<file path="src/logic/adcsp_pkg.sv">
// package: constants, carriers and states of the converter serial output port
package adcsp_pkg;
	// word shape
	localparam int unsigned ADCSP_WORD_BITS  = 16;
	localparam int unsigned ADCSP_BIT_W      = 5;
	localparam int unsigned ADCSP_CNT_W      = 4;
	// timing in master clock cycles (REF_CLK is the master clock)
	localparam logic [3:0]  ADCSP_READY_LEAD = 4'h2; // msb out before ready falls
	localparam logic [3:0]  ADCSP_SRC_LEAD   = 4'h8; // select fall to first clock rise
	localparam logic [3:0]  ADCSP_SRC_TAIL   = 4'h8; // last clock rise to ready high
	localparam logic [4:0]  ADCSP_LAST_BIT   = 5'h10;
	localparam logic [3:0]  ADCSP_CNT_ONE    = 4'h1;
	localparam logic [4:0]  ADCSP_BIT_ONE    = 5'h01;

	// finished conversion from the engine, same clock domain
	typedef struct packed {
		logic                       early; // pulse, result two cycles ahead of ready
		logic [ADCSP_WORD_BITS-1:0] word;
	} adcsp_word_t;

	// serial pins toward the host, each with its enable
	typedef struct packed {
		logic sclk;
		logic sclk_oe;
		logic serial_out;
		logic serial_out_oe;
	} adcsp_pin_t;

	typedef enum logic [2:0] {
		ADCSP_IDLE,
		ADCSP_ARM,
		ADCSP_WAIT,
		ADCSP_LEAD,
		ADCSP_SHIFT,
		ADCSP_TAIL,
		ADCSP_SINK
	} adcsp_state_t;
endpackage : adcsp_pkg

</file>
<file path="src/logic/adcsp_port.sv">
// module: serial output port of a 16-bit converter, clock sourcing or sinking
// How it works
// - mode pin high: port drives its own serial clock while shifting the word out
// - mode pin low: host supplies the serial clock, port shifts on it
// - sourcing mode, select high: serial clock and data pins float
// - sinking mode: data driven only while select low, floating while high
// - sourcing with select low: msb shows two cycles before ready falls
// - sourcing: ready returns high eight cycles after the last clock rise
// - sourcing: first clock rise eight cycles after select falls
// - sinking: host samples on rise; port moves to next bit after it
// - sinking: ready high right after the falling edge ending the word
// - end of conversion loads the port register and drives ready low
// - ready high after all bits out, or two cycles before next conversion end
`timescale 1ns/1ps
module adcsp_port
	import adcsp_pkg::*;
(
	// master clock and reset
	input  wire logic        REF_CLK,
	input  wire logic        RESET,
	// conversion engine
	input  wire adcsp_word_t RESULT,
	// host pins
	input  wire logic        PORT_MODE_PIN,
	input  wire logic        SELECT_N,
	input  wire logic        SCLK_IN,
	output logic             READY_N,
	output adcsp_pin_t       PINS
);
	// synchronisers for pins from the host side
	logic       mode_s1, mode_s2;
	logic       sel_s1, sel_n_s;
	logic       ck_s1, ck_s2, ck_s3;
	logic       sclk_rise, sclk_fall;
	logic       src_mode;

	// port state
	adcsp_state_t                state, next_state;
	logic [ADCSP_CNT_W-1:0]      cnt, next_cnt;
	logic [ADCSP_BIT_W-1:0]      bits, next_bits;
	logic [ADCSP_WORD_BITS-1:0]  shift, next_shift;
	logic [ADCSP_WORD_BITS-1:0]  word, next_word;
	logic                        ready_n, next_ready_n;
	logic                        sclk, next_sclk;

	// two flops on every host pin; ck_s3 only delays ck_s2 for edge finding
	always_ff @(posedge REF_CLK or posedge RESET) begin
		if (RESET) begin
			mode_s1 <= 1'b1;
			mode_s2 <= 1'b1;
			sel_s1  <= 1'b1;
			sel_n_s <= 1'b1;
			ck_s1   <= 1'b0;
			ck_s2   <= 1'b0;
			ck_s3   <= 1'b0;
		end else begin
			mode_s1 <= PORT_MODE_PIN;
			mode_s2 <= mode_s1;
			sel_s1  <= SELECT_N;
			sel_n_s <= sel_s1;
			ck_s1   <= SCLK_IN;
			ck_s2   <= ck_s1;
			ck_s3   <= ck_s2;
		end
	end

	assign src_mode  = mode_s2;          // high rail picks sourcing
	assign sclk_rise = ck_s2 & ~ck_s3;
	assign sclk_fall = ~ck_s2 & ck_s3;

	// next-state logic for the whole transfer
	always_comb begin
		next_state   = state;
		next_cnt     = cnt;
		next_bits    = bits;
		next_shift   = shift;
		next_word    = word;
		next_ready_n = ready_n;
		next_sclk    = sclk;
		if (RESULT.early) begin
			// new result wins over any transfer; unread word is dropped
			next_word    = RESULT.word;
			next_shift   = RESULT.word;      // msb on the pin now
			next_ready_n = 1'b1;
			next_cnt     = ADCSP_READY_LEAD - ADCSP_CNT_ONE;
			next_sclk    = 1'b0;
			next_bits    = '0;
			next_state   = ADCSP_ARM;
		end else begin
			case (state)
				ADCSP_ARM: begin
					if (cnt == '0) begin
						next_ready_n = 1'b0;     // word available
						next_state   = ADCSP_WAIT;
					end else begin
						next_cnt = cnt - ADCSP_CNT_ONE;
					end
				end
				ADCSP_WAIT: begin
					// in sinking mode the host raised select over ready fall
					if (!sel_n_s) begin
						next_bits  = '0;
						next_cnt   = ADCSP_SRC_LEAD - ADCSP_CNT_ONE;
						next_state = src_mode ? ADCSP_LEAD : ADCSP_SINK;
					end
				end
				ADCSP_LEAD: begin
					if (sel_n_s) begin
						next_state = ADCSP_WAIT;
					end else if (cnt == '0) begin
						next_sclk  = 1'b1;       // first rise
						next_bits  = ADCSP_BIT_ONE;
						next_state = ADCSP_SHIFT;
					end else begin
						next_cnt = cnt - ADCSP_CNT_ONE;
					end
				end
				ADCSP_SHIFT: begin
					if (sel_n_s) begin
						// aborted read restarts from the msb on the next select
						next_sclk  = 1'b0;
						next_shift = word;
						next_state = ADCSP_WAIT;
					end else if (sclk) begin
						next_sclk = 1'b0;        // half master rate
						if (bits == ADCSP_LAST_BIT) begin
							next_cnt   = ADCSP_SRC_TAIL - ADCSP_CNT_ONE - ADCSP_CNT_ONE;
							next_state = ADCSP_TAIL;
						end else begin
							next_shift = {shift[ADCSP_WORD_BITS-2:0], 1'b0};
						end
					end else begin
						next_sclk = 1'b1;
						next_bits = bits + ADCSP_BIT_ONE;
					end
				end
				ADCSP_TAIL: begin
					if (cnt == '0) begin
						next_ready_n = 1'b1;
						next_state   = ADCSP_IDLE;
					end else begin
						next_cnt = cnt - ADCSP_CNT_ONE;
					end
				end
				ADCSP_SINK: begin
					if (sel_n_s && bits == '0) begin
						next_state = ADCSP_WAIT;
					end else if (sclk_rise && bits != ADCSP_LAST_BIT) begin
						// move on only after the host has sampled
						next_bits = bits + ADCSP_BIT_ONE;
						if (bits != ADCSP_LAST_BIT - ADCSP_BIT_ONE)
							next_shift = {shift[ADCSP_WORD_BITS-2:0], 1'b0};
					end else if (sclk_fall && bits == ADCSP_LAST_BIT) begin
						next_ready_n = 1'b1;
						next_state   = ADCSP_IDLE;
					end
				end
				default: begin
					next_state = ADCSP_IDLE;
				end
			endcase
		end
	end

	// register the transfer state
	always_ff @(posedge REF_CLK or posedge RESET) begin
		if (RESET) begin
			state   <= ADCSP_IDLE;
			cnt     <= '0;
			bits    <= '0;
			shift   <= '0;
			word    <= '0;
			ready_n <= 1'b1;
			sclk    <= 1'b0;
		end else begin
			state   <= next_state;
			cnt     <= next_cnt;
			bits    <= next_bits;
			shift   <= next_shift;
			word    <= next_word;
			ready_n <= next_ready_n;
			sclk    <= next_sclk;
		end
	end

	// pins: enables follow the synced select, so they lag the pin by two cycles
	assign READY_N            = ready_n;
	assign PINS.sclk          = sclk;
	assign PINS.serial_out    = shift[ADCSP_WORD_BITS-1];
	assign PINS.sclk_oe       = src_mode & ~sel_n_s;
	assign PINS.serial_out_oe = ~sel_n_s;
endmodule : adcsp_port

</file>
<file path="config.mk">
export PLATFORM = sky130hd
export DESIGN_NAME = adcsp_port
export DESIGN_NICKNAME = d
export VERILOG_FILES = /design/src/logic/adcsp_pkg.sv /design/src/logic/adcsp_port.sv
export SDC_FILE = /design/constraint.sdc
export NUM_CORES = 1
export LEC_CHECK = 0
export ABC_AREA = 1
export BUFFER_PORTS_ARGS = -buffer_cell sky130_fd_sc_hd__buf_2
export CAP_MARGIN = 30
export CORE_MARGIN = 1.5
export CORE_UTILIZATION = 59
export DETAILED_ROUTE_END_ITERATION = 8
export PLACE_DENSITY = 0.79
export SETUP_SLACK_MARGIN = 0.2
export SLEW_MARGIN = 5
export SYNTH_ARGS = -nofsm -noshare
export SYNTH_HDL_FRONTEND = slang
export SYNTH_SLANG_ARGS = --single-unit
export TNS_END_PERCENT = 1
</file>
<file path="constraint.sdc">
create_clock -name REF_CLK -period 2.65 [get_ports REF_CLK]
set_input_delay 0.795 -clock REF_CLK [delete_from_list [all_inputs] [get_ports REF_CLK]]
set_output_delay 0.795 -clock REF_CLK [all_outputs]
set_load 0.005 [all_outputs]
</file>
== Yosys cells after proc, flatten, opt, wreduce, memory -nomap -nowiden ==
Index checks and enable logic that the tools add are counted.
Cells by class
  add/subtract/negate cells: 2
  equal/unequal tests: 29
  muxes and demuxes: 51
  bitwise logic cells: 6
  reduce and logical (&&, ||, !) cells: 17
Operator list (count)
  two-way mux 16 bit: 7
  != test 3 bit (second input constant): 14
  two-way mux 5 bit: 8
  two-way mux 3 bit: 13
  one-hot mux 16 bit (2 select lines): 1
  two-way mux 4 bit: 7
  != test 4 bit (second input constant): 6
  one-hot mux 5 bit (4 select lines): 1
  one-hot mux 3 bit (6 select lines): 1
  AND reduction 6 bit: 3
  one-hot mux 4 bit (4 select lines): 1
  AND reduction 8 bit: 2
  two-way mux 1 bit: 10
  nonzero test 5 bit: 2
  equality test 3 bit (second input constant): 3
  equality test 3 x 2 -> 1 bit (second input constant): 2
  nonzero test 3 bit: 2
  adder 5 x 1 -> 5 bit (second input constant): 1
  equality test 5 bit (second input constant): 1
  zero test 5 bit: 1
  != test 5 x 4 -> 1 bit (second input constant): 1
  != test 5 bit (second input constant): 1
  zero test 4 bit: 1
  nonzero test 4 bit: 1
  other kinds (9): 15
Storage, ports and cells
  register bits after elaboration: 53
  input bits: 22
  output and inout bits: 5
  logic and storage cells: 119

== Longest topological paths before layout ==
Gate-level depths: netlist of the first run.
  depth after elaboration: 8
  depth in mapped cells: 11
  depth with buffers taken out: 10

== Least setup slack after synthesis of the first run ==
OpenSTA, ideal clock, no wires.
  kind: input to register
  start: input RESULT[16] (netlist name)
  end: register cnt[1]
  arrival: 1825 ps
  required time: 2584 ps
  slack: 758 ps
  stages on the path: 8
  cells stage by stage: buf_4 -> inv_1 -> buf_2 -> nand2_1 -> o21a_1 -> nand3_1 -> nand2_1 -> nand2_1
On the way
  cells in the longest elaborated chain, start to end: 2
Ends and longest elaborated chain
  from (decl): RTL line adcsp_port.sv:22  | input wire adcsp_word_t RESULT,
  != test 3 bit (no source line) / nonzero test 5 bit (equally long branches)
  AND reduction 6 bit (no source line)
  to (signal assigned): RTL line adcsp_port.sv:177  | cnt <= next_cnt;
  to (decl): RTL line adcsp_port.sv:39  | logic [ADCSP_CNT_W-1:0] cnt, next_cnt;
Several ways; a longest one is shown, not always the timed one.
A chain may end at the register's enable or synchronous reset.

== Final worst setup path of the first run ==
  start: register state[1]
  end: register shift[12]
On the way
  cells in the longest elaborated chain, start to end: 3
Ends and longest elaborated chain
  from (decl): RTL line adcsp_port.sv:38  | adcsp_state_t state, next_state;
  from (signal assigned): RTL line adcsp_port.sv:176  | state <= next_state;
  equality test 3 bit: RTL line adcsp_port.sv:90  | case (state)
  != test 4 bit (no source line), or another cell as far along
  AND reduction 6 bit (no source line) / two-way mux 16 bit (equally long branches)
  to (signal assigned): RTL line adcsp_port.sv:179  | shift <= next_shift;
  to (decl): RTL line adcsp_port.sv:41  | logic [ADCSP_WORD_BITS-1:0] shift, next_shift;
Several ways; a longest one is shown, not always the timed one.

==> results of run 1 <==
-- cells in the final DEF (no fill, tap or decap), types with 2 or more instances in the layout --
master / netlist / routed
sky130_fd_sc_hd__nand2_4: 3 / 3
sky130_fd_sc_hd__o21ai_0: 18 / 18
sky130_fd_sc_hd__ha_1: 5 / 5
sky130_fd_sc_hd__nor2_4: 2 / 2
sky130_fd_sc_hd__clkbuf_8: 0 / 5
sky130_fd_sc_hd__inv_2: 2 / 3
sky130_fd_sc_hd__nand2_1: 158 / 158
sky130_fd_sc_hd__nor2_1: 23 / 23
sky130_fd_sc_hd__inv_1: 57 / 56
sky130_fd_sc_hd__nand2_2: 3 / 3
sky130_fd_sc_hd__nand4_1: 8 / 8
sky130_fd_sc_hd__dfrtp_1: 48 / 48
sky130_fd_sc_hd__dfstp_2: 5 / 5
sky130_fd_sc_hd__nand3_1: 56 / 56
sky130_fd_sc_hd__buf_4: 5 / 8
sky130_fd_sc_hd__a21oi_1: 4 / 4
sky130_fd_sc_hd__buf_2: 7 / 26
sky130_fd_sc_hd__o211ai_1: 2 / 2
-- final timing paths --
kind	from	end
min in group asynchronous	RESET	state[2]
worst max-delay path	state[1]	shift[12]
worst min register to register	sel_s1	sel_n_s
max in group asynchronous	RESET	sel_n_s
worst min-delay path	sel_s1	sel_n_s
worst max register to register	state[1]	shift[12]
-- per-stage QoR --
step,util [%],hold slack (ps)
after floorplan,-,331.2
after global placement,66.50,335.7
after detailed placement,66.50,347.2
after CTS,68.80,360.1
after global routing,68.80,365.7
final,68.80,358.5
-- sequential cells by signal (all words and copies together) (netlist names), 3 cells and up --
name	flops
shift	16
word	16
bits	5
cnt	4
state	3
-- routing by layer --
metal  global-route usage [%]  up-vias  share of wire (%)
li1                         -     1379                  -
met1                    34.72     1244                 47
met2                    42.08       72                 48
met3                    4.685        2                4.6
met4                    6.465        0               0.40
met5                        0        -                  0
-- critical path: cells and delay by family (launching register included) --
| kind | cells | cell delay, ps |
|---|---|---|
| DFF | 1 | 580 |
| buffers and inverters | 1 | 460 |
| and+or+nand+nor | 7 | 840 |
-- power breakdown --
| group | switching, W | total (W) | internal [W] |
|---|---|---|---|
| Clock | 0.000277 | 0.000561 | 0.000284 |
| Combinational | 0.000543 | 0.000832 | 0.000289 |
| Sequential | 0.000126 | 0.00109 | 0.000964 |
| Total | 0.000945 | 0.00248 | 0.00154 |
-- layout make-up --
class / count / area (um2) / share of cell area, %
clock buffer: 6 / 72.57 / 2.176
clock inverter: 2 / 38.79 / 1.163
inverter: 59 / 221.5 / 6.639
multi-input combinational: 296 / 1396 / 41.86
sequential: 53 / 1333 / 39.95
tap: 67 / 83.83 / 2.513
timing repair buffer: 34 / 190.2 / 5.701
-- logic make-up after synthesis --
logic type | Yosys count
AOI/OAI and AO/OA | 30
xor gates and xnor gates | 2
and+or+nand+nor | 259
buffers and inverters | 75
DFF | 53
adders and majority gates | 5
==> impl_metrics.tcl, run 1 <==
set metrics [dict create \
    placement.io_buffers 26 \
    globalRouteTotalUtil_pct 25.44 \
    syn-cell-area_um2 3045 \
    route.detailed.wl_per_inst_um 12.48 \
    cts_hold_repair.buffers 0 \
    maxSlewHeadroom_pct 65.24 \
    final_worst_setup_slack_ps 664.0 \
    first_global_vias 2482 \
    layout-drive-gt1-share_pct 13.78 \
    irDropWorstVdd_uv 487.2 \
    final-max-slew-violation-count 0 \
    number_of_rows_created_at_floorplan 25 \
    synth_top_area_cell "sky130_fd_sc_hd__dfrtp_1" \
    final_weighted_congestion_in_routability_driven_placement 0.9872 \
    critical_path_required_ps 2860 \
    route.final.wire_length_mm 6.453 \
    detail_routed_via_count_per_cell 5.217 \
    type_of_element_capturing_the_critical_path "register" \
    crit_path_start_kind "register" \
    dp_hpwl_mm 4.675 \
    clock_skew_ps 16.75 \
    grt-ovfl-total 0 \
    hold_path.class "register to register" \
    floorplan.die.width_um 74.85 \
    regToRegSetupSlack_ps 660 \
    critical-path-max-stage-delay_ps 580 \
    synth-seq-cells 53 \
    whs_path_depth 0 \
    synth_top_family_by_area "simple AND/OR/NAND/NOR gates" \
    tritoncts "yes" \
    synthXorXnorAreaFrac_pct 0.5752 \
    detail-route-antenna-nets 0 \
    synth_simple_gate_area_share_pct 37.72 \
    synth_edf_count 0 \
    fmaxAchievable_mhz 503.5 \
    cts.repair_timing.setup_buffer_count 0 \
    cpMostUsedCell "sky130_fd_sc_hd__nand2_1" \
    detailedRoute.firstPassIterationCount 7 \
    cp_slowest_cell "sky130_fd_sc_hd__dfrtp_1" \
    h-tree-depth 2 \
    timing_worst_slew_pin_value_ps 521.4 \
    synth_compound_gate_area_share_pct 5.505 \
    synth_top_cells_by_count "sky130_fd_sc_hd__nand2_1 (158), sky130_fd_sc_hd__inv_1 (57), sky130_fd_sc_hd__nand3_1 (56)" \
    leading_cell_types_by_total_area_after_synthesis "sky130_fd_sc_hd__dfrtp_1 (39%), sky130_fd_sc_hd__nand2_1 (19%), sky130_fd_sc_hd__nand3_1 (9.2%), sky130_fd_sc_hd__inv_1 (7.0%), sky130_fd_sc_hd__dfstp_2 (4.3%)" \
    post_cts.resized_instances 0 \
    post-synth-top-count-cell "sky130_fd_sc_hd__nand2_1" \
    worstPathCellList "nand3_4 > nand2_2 > inv_1 > nand2_1 > nand3_1 > nand2_1 > nand3_1 > nand2_1" \
    netlist_instances 424 \
    mappedNetlistNets 451 \
    post_synth_num_cell_types 33 \
    criticalPathCategory "register to register" \
    cts_num_sinks 53 \
    grt_first_pass_wirelength_mm 11.03 \
    core_area_um2 4848 \
    status "completed" \
    synthesis.area_per_instance_um2 7.183 \
    rsz_0062_raised_after_global_routing "no" \
    fin_cells 517 \
    seq_area_frac_synth_pct 43.76 \
    numCtsBuffers 5 \
    floorplan.die_area_um2 5602 \
    ys.warnings.count 0 \
    first_drt_iteration_drcs 170 \
    mux_share_of_post_synthesis_cell_area_pct 0 \
    post_layout_min_period_ps 1986 \
    antenna_cells_inserted 0 \
    asyncSetResetFlopFracSynth_pct 100.0 \
    timing.critical_path.fanout_max 17 \
    fin_nets 476 \
    start_util_pct 62.81 \
    timing.final.setup_violations 0 \
    power_density_nw_per_um2 744.2 \
    die_height_um 74.85 \
    max-cap-violations 0 \
    cp_data_arrival_time_ps 2190 \
    synth_flop_cell "sky130_fd_sc_hd__dfrtp_1" \
    grt_max_degree 23 \
    worst_skew_pair.late_latency_ps 310 \
    reg2regPathDepth 8 \
    numPlacedInstances 509 \
    clock_tree.buffer_depth 2 \
    fin_tns_setup_ps 0 \
    clock-root-buffer "sky130_fd_sc_hd__clkbuf_8" \
    post-route-drc-count 0 \
    postLayoutCellArea_um2 3336 \
    dp_slack_ps 452.5 \
    total_power_w 0.002482 \
    fillCellCount 428 \
    leakagePower_nw 1.868 \
    post-synth-top-area-fraction_pct 39.44 \
    num_vias 2697 \
    area_share_of_fa_ha_maj_cells_after_synthesis_pct 2.054 \
    clock_pin_slew_of_the_registers_on_the_worst_case_setup_and_hold_paths_ps 100 \
    final-hold-violation-count 0 \
    design.portCount 27 \
    fin_crit_sh_pct 74.94 \
    antenna_found_initial 0 \
    dpl-instance-area_um2 3224 \
    syn_to_final_growth_pct 9.532 \
]
Note: power is estimated with default switching activity, not from simulation.
==> inputs of run 2 (changes only) <==
Clock period 2.65 ns to 1.96 ns, I/O delays scaled along.
==> impl_metrics.tcl, run 2 (synthesis gave the netlist of run 1 again) <==
set metrics [dict create \
    antenna_found_initial 0 \
    max-cap-violations 0 \
    comb_power_share_pct 36.2 \
    floorplan.die.width_um 74.85 \
    post_layout_min_period_ps 1776 \
    irDropWorstVdd_uv 543.0 \
    postLayoutCellArea_um2 3451 \
    final_weighted_congestion_in_routability_driven_placement 1.034 \
    clock_tree.buffer_depth 2 \
    crit_path_start_kind "register" \
    antenna_cells_inserted 0 \
    grt_max_degree 54 \
    worstSetupStartpoint "sel_n_s" \
    clock_skew_ps 9.446 \
    cp_data_arrival_time_ps 1190 \
    timing.rr.start "bits[0]" \
    clock_pin_slew_of_the_registers_on_the_worst_case_setup_and_hold_paths_ps 100 \
    hold_path.class "primary input to asynchronous set/reset pin" \
    mostFrequentLayoutCell "sky130_fd_sc_hd__nand2_1" \
    fin_nets 484 \
    detail_routed_via_count_per_cell 5.297 \
    route.final.wire_length_mm 6.618 \
    fin_crit_sh_pct 90.62 \
    reg.largest.list "shift: 16 flops, word: 16 flops, bits: 5 flops" \
    maxSlewHeadroom_pct 76.92 \
    timing_worst_slew_pin_value_ps 346.1 \
    rsz_0062_raised_after_global_routing "yes" \
    start_util_pct 62.81 \
    core_area_um2 4848 \
    critical_path_required_ps 1370 \
    number_of_rows_created_at_floorplan 25 \
    globalRouteTotalUtil_pct 26.20 \
    numCtsBuffers 5 \
    fraction_of_power_consumed_by_sequential_logic_pct 42.4 \
    floorplan.die_area_um2 5602 \
    final-max-slew-violation-count 0 \
    type_of_element_capturing_the_critical_path "output pin" \
    first_global_vias 2583 \
    status "completed" \
    route.detailed.wl_per_inst_um 12.61 \
    clock-root-buffer "sky130_fd_sc_hd__clkbuf_8" \
    post-route-drc-count 0 \
    fmaxAchievable_mhz 563.0 \
    pwr-share-clk_pct 21.4 \
    num_vias 2781 \
    power_density_nw_per_um2 999.2 \
    cts_hold_repair.buffers 0 \
    power_switching_share_pct 37.75 \
    timing.critical_path.fanout_max 7 \
    h-tree-depth 2 \
    tritoncts "yes" \
    detailedRoute.firstPassIterationCount 5 \
    criticalPathCategory "register to output pin" \
    first_drt_iteration_drcs 222 \
    p_switching_w 0.001302 \
    dpl-instance-area_um2 3291 \
    p_int_w 0.002146 \
    grt-ovfl-total 0 \
    final-hold-violation-count 0 \
    dp_hpwl_mm 4.707 \
    leakagePower_nw 1.916 \
    placement.io_buffers 26 \
    syn_to_final_growth_pct 13.31 \
    layout-drive-gt1-share_pct 16.16 \
    die_height_um 74.85 \
    worst_skew_pair.late_latency_ps 300 \
    fin_tns_setup_ps 0 \
    commonest_cells_after_routing_fill_and_taps_aside "sky130_fd_sc_hd__nand2_1 (158), sky130_fd_sc_hd__inv_1 (56), sky130_fd_sc_hd__nand3_1 (55)" \
    design.portCount 27 \
    cts_num_sinks 53 \
    grt_first_pass_wirelength_mm 11.28 \
    detail-route-antenna-nets 0 \
    timing.final.setup_violations 0 \
]
[run 2: timing repair]
| action | CTS | global route |
|---|---|---|
| setup endpoints to repair | 28 | 30 |
| buffers inserted | 3 | 0 |
| gates resized for setup | 1 | 5 |
| pin swaps | 1 | 0 |
| gates cloned | 0 | 0 |
[run 2: cell type report]
type / count / area [um2]
multi-input combinational: 296 / 1419
fill: 393 / 1398
sequential: 53 / 1333
timing repair buffer: 42 / 279.0
inverter: 59 / 225.2
tap: 67 / 83.83
clock buffer: 6 / 72.57
clock inverter: 2 / 38.79
[run 2: worst max-delay path, stage by stage, from the launching register on]
cell                      delay, ps
sky130_fd_sc_hd__dfstp_2        640
sky130_fd_sc_hd__inv_2          110
sky130_fd_sc_hd__buf_2          140
[run 2: through the flow]
stage | cells | hold slack, ps | setup WS [ps] | utilization [%] | power [W]
final | 525 | 337.3 | 183.8 | 71.17 | 0.003448
after global routing | 525 | 354.0 | 74.37 | 71.17 | 0.003719
after CTS | 525 | 354.5 | 175.5 | 70.81 | 0.003433
after detailed placement | 514 | 340.3 | 102.6 | 67.87 | 0.002672
after global placement | 514 | 334.0 | 178.9 | 67.87 | 0.002649
after floorplan | 424 | 331.2 | 275.5 | - | 0.002363
[run 2: path summary, 6_finish.rpt]
| path | endpoint | slack (ps) | cells past startpoint |
|---|---|---|---|
| max reg2reg | shift[6] | 210 | 10 |
| max in group asynchronous | READY_N | 1320 | 3 |
| max | PINS[0] | 180 | 2 |
| min in group REF_CLK | ck_s2 | 360 | 0 |
| min | word[13] | 340 | 3 |
| min reg2reg | ck_s2 | 360 | 0 |
[run 2: power groups by stage]
stage | combinational, W | sequential, W | clock (W)
after global routing | 0.00144 | 0.00148 | 0.000799
after global placement | 0.00117 | 0.00148 | 0
final | 0.00125 | 0.00146 | 0.000737
after detailed placement | 0.00119 | 0.00148 | 0
after CTS | 0.00123 | 0.00146 | 0.000748
after floorplan | 0.000937 | 0.00143 | 0
[run 2: metal layers]
layer	GRT usage, %	share of wire, %	up-vias
li1	-	-	1388
met1	35.05	44	1288
met2	43.36	49	95
met3	4.284	5.4	10
met4	8.889	1.4	0
met5	0	0	-
==> inputs of run 3 (changes only) <==
Clock period 1.96 ns to 1.85 ns, I/O delays scaled along.
==> impl_metrics.tcl, run 3 (synthesis gave the netlist of run 1 again) <==
set metrics [dict create \
    fin_nets 494 \
    antenna_found_initial 0 \
    final-hold-violation-count 0 \
    num_vias 2703 \
    worst_skew_pair.late_latency_ps 310 \
    die_height_um 74.85 \
    timing_worst_slew_pin_value_ps 411.1 \
    commonest_cells_after_routing_fill_and_taps_aside "sky130_fd_sc_hd__nand2_1 (157), sky130_fd_sc_hd__inv_1 (55), sky130_fd_sc_hd__nand3_1 (55)" \
    timing.critical_path.depth 2 \
    reg2regPathDepth 9 \
    clock-root-buffer "sky130_fd_sc_hd__clkbuf_8" \
    status "completed" \
    clock_skew_ps 12.59 \
    layout-drive-gt1-share_pct 20.09 \
    reg.largest.list "shift: 16 flops, word: 16 flops, bits: 5 flops" \
    detail-route-antenna-nets 0 \
    final_weighted_congestion_in_routability_driven_placement 0.9093 \
    first_global_vias 2500 \
    tritoncts "yes" \
    cp.buffers_inverters 2 \
    critical_path_required_ps 1290 \
    cts_hold_repair.buffers 0 \
    route.final.wire_length_mm 6.484 \
    clock_tree.buffer_depth 2 \
    route.detailed.wl_per_inst_um 12.12 \
    globalRouteTotalUtil_pct 25.50 \
    core_area_um2 4848 \
    clock_pin_slew_of_the_registers_on_the_worst_case_setup_and_hold_paths_ps 100 \
    detail_routed_via_count_per_cell 5.052 \
    grt_first_pass_wirelength_mm 10.94 \
    start_util_pct 62.81 \
    post_layout_min_period_ps 1678 \
    leakagePower_nw 1.961 \
    grt_max_degree 29 \
    grt-ovfl-total 0 \
    maxSlewHeadroom_pct 72.53 \
    antenna_cells_inserted 0 \
    fin_tns_setup_ps 0 \
    irDropWorstVdd_uv 569.7 \
    post-route-util_pct 73.73 \
    criticalPathCategory "register to output pin" \
    critical_path.top_delay_family "flip-flops" \
    design.portCount 27 \
    crit_path_start_kind "register" \
    power_density_nw_per_um2 1028 \
    critical-path-max-stage-delay_ps 630 \
    worstPathCellList "inv_4 > buf_2" \
    cp_slowest_cell "sky130_fd_sc_hd__dfstp_2" \
    final-max-slew-violation-count 0 \
    syn_to_final_growth_pct 17.38 \
    timing.critical_path.fanout_max 7 \
    cts_num_sinks 53 \
    floorplan.die.width_um 74.85 \
    numCtsBuffers 5 \
    max-cap-violations 0 \
    number_of_rows_created_at_floorplan 25 \
    detailedRoute.firstPassIterationCount 5 \
    type_of_element_capturing_the_critical_path "output pin" \
    first_drt_iteration_drcs 173 \
    mostFrequentLayoutCell "sky130_fd_sc_hd__nand2_1" \
    cp_data_arrival_time_ps 1120 \
    hold_path.class "primary input to asynchronous set/reset pin" \
    fmaxAchievable_mhz 596.1 \
    fillCellCount 386 \
    floorplan.die_area_um2 5602 \
    fin_crit_sh_pct 90.69 \
    dp_hpwl_mm 4.720 \
    post-route-drc-count 0 \
    rsz_0062_raised_after_global_routing "yes" \
    placement.io_buffers 26 \
    timing.final.setup_violations 0 \
    h-tree-depth 2 \
]
-- run 3: layout make-up --
type,instances,area [um2],area share (%)
clock buffers,6,72.57,2.030
inverters,59,227.7,6.370
repair buffers,52,352.8,9.870
multi-input cells,296,1463,40.92
clock inverters,2,38.79,1.085
flip-flops and latches,53,1336,37.38
well taps,67,83.83,2.345
-- run 3: worst reg2reg max path: cells and delay by family, from the launching register on --
kind / cells / cell delay [ps]
buffers and inverters: 2 / 330
DFF: 1 / 450
and+or+nand+nor: 7 / 730
-- run 3: stage by stage --
step | setup slack (ps) | total power, W | std cells | hold WS [ps] | cell area (um2)
CTS | 105.7 | 0.003648 | 532 | 235.7 | 3477
finish | 172.3 | 0.003676 | 535 | 231.3 | 3575
detailed placement | 84.02 | 0.002850 | 523 | 343.6 | 3346
global route | 126.5 | 0.003961 | 535 | 260.5 | 3575
global placement | 96.62 | 0.002810 | 523 | 340.1 | 3346
floorplan | 198.5 | 0.002504 | 424 | 331.2 | 3049
-- run 3: repair_timing --
| item | 4_1_cts | 5_1_grt |
|---|---|---|
| resized for setup | 2 | 22 |
| setup buffers | 1 | 3 |
| endpoints found under the setup margin | 28 | 30 |
| pin swaps | 1 | 5 |
-- run 3: worst paths after layout --
| check | end | slack, ps | startpoint |
|---|---|---|---|
| setup reg to reg | shift[5] | 250 | state[0] |
| hold / removal | word[10] | 230 | RESET |
| max in group asynchronous | READY_N | 1090 | RESET |
| hold reg to reg | mode_s2 | 350 | mode_s1 |
| min in group REF_CLK | mode_s2 | 350 | mode_s1 |
| setup / recovery | PINS[0] | 170 | sel_n_s |
-- run 3: power by group --
group	internal (W)	switching, W
Clock	0.000407	0.000374
Sequential	0.00139	0.000172
Combinational	0.000517	0.000822
Total	0.00231	0.00137
-- run 3: layer usage --
layer  global-route usage, %  vias to the layer above  wire (um)
met5                       0                        -          0
met4                   5.455                        0         65
met3                   4.819                        7        227
met2                   43.76                       62       3128
met1                   33.74                     1222       3062
li1                        -                     1412          -
